### config.mk
export PLATFORM = sky130hd
export DESIGN_NAME = nps_cmd_engine
export DESIGN_NICKNAME = d
export VERILOG_FILES = /design/src/nps_pkg.sv /design/src/nps_cmd_engine.sv /design/src/nps_mem.sv
export VERILOG_INCLUDE_DIRS = /design/src
export SDC_FILE = /design/constraint.sdc
export NUM_CORES = 2
export LEC_CHECK = 0
export BUFFER_PORTS_ARGS = -buffer_cell sky130_fd_sc_hd__buf_2
export CORE_MARGIN = 2
export CORE_UTILIZATION = 60
export CTS_BUF_LIST = sky130_fd_sc_hd__clkbuf_2 sky130_fd_sc_hd__clkbuf_4 sky130_fd_sc_hd__clkbuf_8
export DETAILED_ROUTE_END_ITERATION = 16
export PLACE_DENSITY = 0.77
export SLEW_MARGIN = 10
export SYNTH_ARGS = -nofsm -noshare
export SYNTH_HDL_FRONTEND = slang
export SYNTH_SLANG_ARGS = --single-unit
export TNS_END_PERCENT = 1
### constraint.sdc
create_clock -name mclk -period 5 [get_ports mclk]
set_input_delay 1 -clock mclk [delete_from_list [all_inputs] [get_ports mclk]]
set_output_delay 1 -clock mclk [all_outputs]
set_load 0.02 [all_outputs]
### src/nps_consts.svh
// constants for the network parameter store command engine
`ifndef NPS_CONSTS_SVH
`define NPS_CONSTS_SVH
`define NPS_CLK_NS 25
`define NPS_SEC_NS 1000000000
`define NPS_MEM_WORDS 64
`define NPS_OFS_CTRL 8'h0040
`define NPS_OFS_STATUS 8'h0041
`define NPS_BLK_ERR 6'h00
`define NPS_BLK_FIRST 4'h1
`define NPS_BLK_LAST 4'hA
`define NPS_CMD_WRITE 16'h000C
`define NPS_CMD_READ 16'h000D
`define NPS_ANS_MAX 16'h000B
`define NPS_ANS_MIN 16'h0009
`define NPS_IP_MAX 32'hDFFF_FFFF
`define NPS_ECHO_PORT 16'h0007
`define NPS_CTRL_TRIG 0
`define NPS_CTRL_COUPLED 1
`define NPS_ST_BUSY 0
`define NPS_ST_DONE 1
`define NPS_ST_ERR 2
`define NPS_ST_VALID 3
`define NPS_ST_PORT 6
`define NPS_ERR_NONE 16'h0000
`define NPS_ERR_WPROT 16'h0001
`define NPS_ERR_IP 16'h0002
`define NPS_ERR_ROUTER 16'h0003
`define NPS_ERR_MASK 16'h0004
`define NPS_ERR_CMD 16'h0005
`define NPS_ERR_COUNT 16'h0006
`define NPS_ETH_ID_HI 16'h0000
`define NPS_ETH_ID_MID 16'h0000
`define NPS_ETH_ID_LO 16'h0001
`endif

### src/nps_pkg.sv
// types for the network parameter store command engine
package nps_pkg;
  typedef enum logic [5:0] {
    NPS_IDLE = 6'b00_0001,
    NPS_FETCH = 6'b00_0010,
    NPS_CHECK = 6'b00_0100,
    NPS_ANSWER = 6'b00_1000,
    NPS_FINISH = 6'b01_0000,
    NPS_WAIT_ACK = 6'b10_0000
  } nps_state_t;

  typedef struct packed {
    logic [15:0] timeout;
    logic [31:0] ip;
    logic [15:0] port;
    logic [31:0] router;
    logic [31:0] mask;
  } nps_par_t;

  typedef struct packed {
    nps_state_t state;
    logic [3:0] idx;
    logic pend;
    logic [3:0] pidx;
    logic [15:0] cmd;
    logic [15:0] dest;
    logic [15:0] count;
    nps_par_t blk;
    nps_par_t store;
    logic store_valid;
    nps_par_t act;
    logic act_valid;
    logic [15:0] err;
    logic [1:0] ctrl;
    logic done;
    logic err_flag;
    logic aui;
    logic rd_mem;
    logic [15:0] rd_reg;
    logic [31:0] cyc;
    logic [15:0] secs;
    logic close;
  } nps_st_t;
endpackage

### src/nps_cmd_engine.sv
// command engine for the network parameter store, with its register port
`timescale 1ns/1ps
`include "nps_consts.svh"
module nps_cmd_engine #(
  parameter int unsigned CYC_PER_SEC = `NPS_SEC_NS / `NPS_CLK_NS
) (
  input wire logic mclk,
  input wire logic rst,
  input wire logic [7:0] bus_addr,
  input wire logic [15:0] bus_wdata,
  input wire logic bus_wr,
  input wire logic bus_rd,
  output logic [15:0] bus_rdata,
  input wire logic link_pulse,
  input wire logic write_protect,
  input wire logic auto_start_setting,
  input wire logic socket_open,
  input wire logic client_msg,
  output logic socket_close,
  output nps_pkg::nps_par_t net_par,
  output logic net_par_valid,
  output logic [15:0] echo_port,
  output logic tp_port_active
);
  import nps_pkg::*;

  nps_st_t s;
  nps_st_t next_s;
  logic host_mem;
  logic eng_req;
  logic eng_we;
  logic [5:0] eng_addr;
  logic [15:0] eng_wdata;
  logic mem_we;
  logic [5:0] mem_addr;
  logic [15:0] mem_wdata;
  logic [15:0] mem_rdata;
  logic [15:0] limit;
  logic [31:0] eff_mask;
  logic [15:0] check_err;

  // bus address falls inside the command block memory
  function automatic logic is_mem(input logic [7:0] a);
    return a < 8'(`NPS_MEM_WORDS);
  endfunction

  // standard mask for the class of an address
  function automatic logic [31:0] class_mask(input logic [31:0] ip);
    if (!ip[31]) begin
      return 32'hFF00_0000;
    end else if (!ip[30]) begin
      return 32'hFFFF_0000;
    end
    return 32'hFFFF_FF00;
  endfunction

  // contiguous ones from the top, covering the class part, at least two host bits left
  function automatic logic mask_ok(input logic [31:0] ip, input logic [31:0] m);
    logic [31:0] inv;
    logic [31:0] host;
    inv = ~m;
    host = ip & inv;
    return ((inv & (inv + 32'h0000_0001)) == 32'h0000_0000) &&
      ((m & class_mask(ip)) == class_mask(ip)) &&
      (m[1:0] == 2'b00) &&
      (host != 32'h0000_0000) && (host != inv);
  endfunction

  // one word of the read answer, in write block order
  function automatic logic [15:0] answer_word(input nps_par_t p, input logic [3:0] i);
    unique case (i)
      4'h0: return `NPS_ETH_ID_HI;
      4'h1: return `NPS_ETH_ID_MID;
      4'h2: return `NPS_ETH_ID_LO;
      4'h3: return p.timeout;
      4'h4: return p.ip[31:16];
      4'h5: return p.ip[15:0];
      4'h6: return p.port;
      4'h7: return p.router[31:16];
      4'h8: return p.router[15:0];
      4'h9: return p.mask[31:16];
      4'hA: return p.mask[15:0];
      default: return 16'h0000;
    endcase
  endfunction

  nps_mem u_mem (
    .mclk(mclk),
    .we(mem_we),
    .addr(mem_addr),
    .wdata(mem_wdata),
    .rdata(mem_rdata)
  );

  // host bus always wins the memory so the master never waits; engine stalls
  always_comb begin
    host_mem = (bus_wr || bus_rd) && is_mem(bus_addr);
    eng_req = 1'b0;
    eng_we = 1'b0;
    eng_addr = 6'h00;
    eng_wdata = 16'h0000;
    unique case (s.state)
      NPS_FETCH: begin
        eng_req = s.idx <= `NPS_BLK_LAST;
        eng_addr = {2'b00, s.idx};
      end
      NPS_ANSWER: begin
        eng_req = 1'b1;
        eng_we = 1'b1;
        eng_addr = 6'(s.dest + {12'h000, s.idx});
        eng_wdata = answer_word(s.store, s.idx);
      end
      NPS_FINISH: begin
        eng_req = 1'b1;
        eng_we = 1'b1;
        eng_addr = `NPS_BLK_ERR;
        eng_wdata = s.err;
      end
      default: begin
        eng_req = 1'b0;
      end
    endcase
    mem_we = host_mem ? bus_wr : (eng_req && eng_we);
    mem_addr = host_mem ? bus_addr[5:0] : eng_addr;
    mem_wdata = host_mem ? bus_wdata : eng_wdata;
  end

  // checks on a fetched write block, first failure reported
  always_comb begin
    eff_mask = s.blk.mask;
    if (s.blk.mask == 32'h0000_0000) begin
      eff_mask = class_mask(s.blk.ip);
    end
    if (write_protect) begin
      check_err = `NPS_ERR_WPROT;
    end else if (s.blk.ip == 32'h0000_0000 || s.blk.ip > `NPS_IP_MAX) begin
      check_err = `NPS_ERR_IP;
    end else if (s.blk.router > `NPS_IP_MAX) begin
      check_err = `NPS_ERR_ROUTER;
    end else if (!mask_ok(s.blk.ip, eff_mask)) begin
      check_err = `NPS_ERR_MASK;
    end else begin
      check_err = `NPS_ERR_NONE;
    end
    limit = (s.count > `NPS_ANS_MAX) ? `NPS_ANS_MAX : s.count;
  end

  // next state of the whole block
  always_comb begin
    next_s = s;
    next_s.pend = 1'b0;
    next_s.close = 1'b0;
    next_s.rd_mem = bus_rd && is_mem(bus_addr);
    // control word: trigger and coupled-mode bits
    if (bus_wr && bus_addr == `NPS_OFS_CTRL) begin
      next_s.ctrl = bus_wdata[1:0];
    end
    if (bus_rd && !is_mem(bus_addr)) begin
      next_s.rd_reg = 16'h0000;
      if (bus_addr == `NPS_OFS_CTRL) begin
        next_s.rd_reg = {14'h0000, s.ctrl};
      end else if (bus_addr == `NPS_OFS_STATUS) begin
        next_s.rd_reg[`NPS_ST_BUSY] = !(s.state inside {NPS_IDLE, NPS_WAIT_ACK});
        next_s.rd_reg[`NPS_ST_DONE] = s.done;
        next_s.rd_reg[`NPS_ST_ERR] = s.err_flag;
        next_s.rd_reg[`NPS_ST_VALID] = s.store_valid;
        next_s.rd_reg[`NPS_ST_PORT] = s.aui;
      end
    end
    // port select follows the twisted-pair link detector
    next_s.aui = !link_pulse;
    // capture fetched block words one cycle after each read
    if (s.pend) begin
      unique case (s.pidx)
        4'h1: next_s.cmd = mem_rdata;
        4'h3: begin
          next_s.blk.timeout = mem_rdata;
          next_s.dest = mem_rdata;
        end
        4'h4: begin
          next_s.blk.ip[31:16] = mem_rdata;
          next_s.count = mem_rdata;
        end
        4'h5: next_s.blk.ip[15:0] = mem_rdata;
        4'h6: next_s.blk.port = mem_rdata;
        4'h7: next_s.blk.router[31:16] = mem_rdata;
        4'h8: next_s.blk.router[15:0] = mem_rdata;
        4'h9: next_s.blk.mask[31:16] = mem_rdata;
        4'hA: next_s.blk.mask[15:0] = mem_rdata;
        default: next_s.cmd = s.cmd;
      endcase
    end
    unique case (s.state)
      NPS_IDLE: begin
        if (s.ctrl[`NPS_CTRL_TRIG]) begin
          next_s.state = NPS_FETCH;
          next_s.idx = `NPS_BLK_FIRST;
          next_s.done = 1'b0;
        end
      end
      NPS_FETCH: begin
        if (eng_req && !host_mem) begin
          next_s.pend = 1'b1;
          next_s.pidx = s.idx;
          next_s.idx = s.idx + 4'h1;
        end
        if (s.pend && s.pidx == `NPS_BLK_LAST) begin
          next_s.state = NPS_CHECK;
        end
      end
      NPS_CHECK: begin
        next_s.state = NPS_FINISH;
        next_s.idx = 4'h0;
        if (s.cmd == `NPS_CMD_WRITE) begin
          next_s.err = check_err;
          if (check_err == `NPS_ERR_NONE) begin
            next_s.store = s.blk;
            next_s.store.mask = eff_mask;
            next_s.store_valid = 1'b1;
          end
        end else if (s.cmd == `NPS_CMD_READ) begin
          if (s.count < `NPS_ANS_MIN) begin
            next_s.err = `NPS_ERR_COUNT;
          end else begin
            next_s.err = `NPS_ERR_NONE;
            next_s.state = NPS_ANSWER;
          end
        end else begin
          next_s.err = `NPS_ERR_CMD;
        end
      end
      NPS_ANSWER: begin
        if (!host_mem) begin
          next_s.idx = s.idx + 4'h1;
          if ({12'h000, s.idx} == limit - 16'h0001) begin
            next_s.state = NPS_FINISH;
          end
        end
      end
      NPS_FINISH: begin
        if (!host_mem) begin
          next_s.done = 1'b1;
          next_s.err_flag = s.err != `NPS_ERR_NONE;
          // uncoupled mode repeats for as long as the trigger stays set
          next_s.state = s.ctrl[`NPS_CTRL_COUPLED] ? NPS_WAIT_ACK : NPS_IDLE;
        end
      end
      NPS_WAIT_ACK: begin
        if (!s.ctrl[`NPS_CTRL_TRIG]) begin
          next_s.state = NPS_IDLE;
        end
      end
    endcase
    // parameters in use come from the store only once it holds valid data
    next_s.act_valid = auto_start_setting && s.store_valid;
    next_s.act = next_s.act_valid ? s.store : '0;
    // stale socket timer, restarted by any client message
    if (!socket_open || client_msg || s.act.timeout == 16'h0000) begin
      next_s.cyc = 32'h0000_0000;
      next_s.secs = 16'h0000;
    end else if (s.cyc == 32'(CYC_PER_SEC - 1)) begin
      next_s.cyc = 32'h0000_0000;
      next_s.secs = s.secs + 16'h0001;
      if (s.secs + 16'h0001 >= s.act.timeout) begin
        next_s.close = 1'b1;
        next_s.secs = 16'h0000;
      end
    end else begin
      next_s.cyc = s.cyc + 32'h0000_0001;
    end
  end

  // one register bank for all control state
  always_ff @(posedge mclk) begin
    if (rst) begin
      s <= '0;
      s.state <= NPS_IDLE;
      s.aui <= 1'b1;
    end else begin
      s <= next_s;
    end
  end

  // read data from the memory register or the register-read flop
  assign bus_rdata = s.rd_mem ? mem_rdata : s.rd_reg;
  assign socket_close = s.close;
  assign net_par = s.act;
  assign net_par_valid = s.act_valid;
  assign echo_port = `NPS_ECHO_PORT;
  assign tp_port_active = !s.aui;
endmodule

### src/nps_mem.sv
// command block memory, one port, registered read data
`timescale 1ns/1ps
`include "nps_consts.svh"
module nps_mem (
  input wire logic mclk,
  input wire logic we,
  input wire logic [5:0] addr,
  input wire logic [15:0] wdata,
  output logic [15:0] rdata
);
  logic [15:0] mem [0:`NPS_MEM_WORDS-1];

  // no reset on the array: software sets up every block before triggering
  always_ff @(posedge mclk) begin
    if (we) begin
      mem[addr] <= wdata;
    end
    rdata <= mem[addr];
  end
endmodule

==> flow_metrics.py <==
metrics = {
    "run_status": {
        "status": "completed",
    },
    "run": {
        "cap_violations": 0,
    },
    "synthesis": {
        "syn_inst": 4705,
        "synthFlopType": "edfxtp_1",
        "ys_async_sr_fraction_pct": 0,
        "synth_top_area_share_pct": 51.6,
        "yosysWarningCount": 0,
        "synth-edff-count": 1024,
        "seq_area_frac_synth_pct": 68.2,
        "avgSynthCellArea_um2": 12.7,
        "synthMostInstantiatedCell": "edfxtp_1",
        "ys_types": 84,
        "yosys.area.top_type": "edfxtp_1",
        "synth_commonest_cells": "edfxtp_1 (1024), nand2_1 (562), dfxtp_1 (496), nor2_1 (368), a21oi_1 (241)",
        "syn-cell-area_um2": 59600,
        "synth_seq_cells": 1520,
        "ys_top_cells_by_area": "edfxtp_1 (52%), dfxtp_1 (17%), nand2_1 (3.5%), mux2i_1 (3.2%), a22oi_1 (2.6%)",
    },
    "floorplanning": {
        "start_util_pct": 60.6,
        "die_h_um": 319,
        "die-area_um2": 102000,
        "core-area_um2": 98400,
        "rows": 115,
        "ios": 196,
        "die_x_um": 319,
    },
    "power_and_ir_drop": {
        "ir_drop_uv": 349,
        "p_leak_nw": 23.6,
        "powerDensity_nw_per_um2": 371,
    },
    "worst_setup_path": {
        "crit_path_cell_trace": "ha_1 > inv_1 > fa_1 > xor2_1 > nor3_2 > o31a_4 > nor3_4 > buf_4 > a22o_1 > a221oi_1 > a31oi_1 > nor4_1 > buf_4 > o311ai_0",
        "critPathLaunchType": "register",
        "worstSetupPathType": "reg2reg",
        "cpMostUsedCell": "buf_4",
        "crit_slowest_cell": "nor4_1",
        "worst-path-max-fanout": 26,
        "r2r_start": "s[526]",
        "arrival_ns": 5.72,
        "critPathMaxStageDelay_ns": 0.88,
        "cp_data_required_time_ns": 5.81,
        "critPathCaptureType": "register",
        "setup.worst_path.start": "s[526]",
    },
    "timing": {
        "finalSetupTns_ns": 0,
        "holdWs_ns": 0.257,
        "rsz0062_at_grt": "no",
        "setup_viol": 0,
        "period_minus_slack_ns": 4.91,
        "worst_slack_ns": 0.0935,
        "relSlewSlack_pct": 10.2,
        "fin_worst_skew_ns": 0.0748,
        "max_freq_mhz": 204,
        "final-hold-violation-count": 0,
        "post-route-period-util_pct": 98.1,
        "report.final.slew_viol_count": 0,
        "max_slew.worst_pin.slew_ns": 1.34,
    },
    "place": {
        "dp_hpwl_mm": 118,
        "place.gp.congestion": 0.983,
        "preCtsSetupSlack_ns": 0.00745,
        "place_inst": 6006,
        "port_buffers": 179,
    },
    "worst_hold_path": {
        "hp-class": "in2reg",
        "worstHoldStart": "link_pulse",
    },
    "route": {
        "routedWlPerCell_um": 28.4,
        "detail_route.vias_per_cell": 6.49,
        "vias": 41700,
        "antenna_left": 0,
        "drt-initial-drc-count": 6674,
        "drt-total-wl_mm": 182,
        "dr.pass1.iters": 8,
        "drc": 0,
    },
    "cells_and_area": {
        "fin_cells": 6418,
        "drive_above_1_share_pct": 17.5,
        "num-nets-final": 5009,
        "area_growth_pct": 12.8,
    },
    "global_routing": {
        "grt_use_met2_pct": 53.6,
        "grt_use_met3_pct": 9.79,
        "grt_first_pass_wirelength_mm": 264,
        "grt_max_degree": 108,
        "top_usage_layer": "met2",
        "track_usage_pct": 35.4,
        "antenna_found_initial": 11,
        "grt_use_met1_pct": 45.0,
        "first_global_vias": 39500,
        "grt_overflow_total": 0,
    },
    "clocking": {
        "cts_max_path_buffers": 3,
        "root_buffer": "clkbuf_8",
        "insertion_delay_ns": 0.97,
        "htree_levels": 4,
        "ctsHoldBuffers": 0,
        "cts_resized": 0,
        "cts.clk_slew.worst_paths_ns": 0.06,
        "tritoncts": "done",
        "cts_made_buffers": 227,
        "cts_setup_buffers": 0,
        "cts_sinks": 1520,
    },
}
-- critical path, delay by kind of cell (launching register included) --
family	cells	cell delay, ns
AO/OA/AOI/OAI	5	1.53
XOR/XNOR	1	0.17
adder cells (fa/ha/maj)	2	0.61
buffers and inverters	3	0.62
flip-flops	1	0.51
AND/OR/NAND/NOR	3	1.34
-- registers in the layout, summed over array words and instances (netlist names) --
name and flops:
u_mem.rdata 16, net_par 128, s 350, socket_close 1, u_mem.mem 1024, net_par_valid 1
-- layer usage --
layer,part of all wire [%],routed length [um]
met5,0.025,45
met4,7.7,14000
met3,12,22600
met2,45,81100
met1,35,64500
-- worst paths after layout --
check	endpoint	slack, ns	depth (start not counted)
worst max-delay path	u_mem.rdata[9]	0.09	14
worst min-delay path	s[66]	0.26	2
worst max register to register	u_mem.rdata[9]	0.09	14
worst min register to register	s[17]	0.44	1
-- kinds of logic after synthesis --
logic type | count (synthesis) | share of synthesized area (%)
adder cells (fa/ha/maj) | 28 | 0.600
multiplexers | 220 | 3.92
AO/OA/AOI/OAI | 971 | 11.3
AND/OR/NAND/NOR | 1420 | 11.0
flip-flops | 1520 | 68.2
other | 2 | 0.0126
buffers and inverters | 493 | 4.27
XOR/XNOR | 51 | 0.749
-- report_power, final --
group / internal, mW / leakage, nW / switching, mW
Combinational: 0.355 / 7.56 / 0.936
Clock: 5.39 / 2.43 / 4.82
Sequential: 13.4 / 13.7 / 0.0462
-- metrics by stage --
stage	area [um^2]	utilization, %	power (mW)
floorplan	59700	-	14.3
global placement	62600	63.7	14.9
detailed placement	62600	63.7	14.9
CTS	67200	68.3	24.9
global route	67200	68.3	25.5
finish	67300	68.3	24.9
-- layout by cell type (no fill, tap or decap), types with 11 or more instances in the layout --
master	n
clkinv_2	19
a211oi_1	29
a22oi_1	210
and3_1	23
ha_1	27
o21ai_0	64
clkbuf_4	85
a22o_1	67
nor3_1	34
a31oi_1	98
nor2_1	364
a21oi_1	241
clkinv_1	37
and2_1	156
buf_4	212
inv_1	50
buf_12	51
conb_1	16
edfxtp_1	1024
a21o_1	11
xor2_1	32
a41oi_1	13
nor4_1	33
xnor2_1	19
o22ai_1	35
a221oi_1	78
mux2_2	19
nand3_1	95
clkbuf_8	245
or4_1	16
buf_2	178
nand2b_1	36
nor2b_1	11
mux2i_1	192
dfxtp_1	496
a21o_2	13
nand2_1	562
a32oi_1	18
nand4_1	24
-- final cells by class --
type,count,area (um^2)
inverters,51,191
multi-input cells,2706,16600
fillers,6810,31200
diodes,5,12.5
clock buffers,330,4010
clock inverters,77,587
repair buffers,442,3520
well taps,1287,1610
flip-flops and latches,1520,40700
Power figures use the tool's default switching activity.
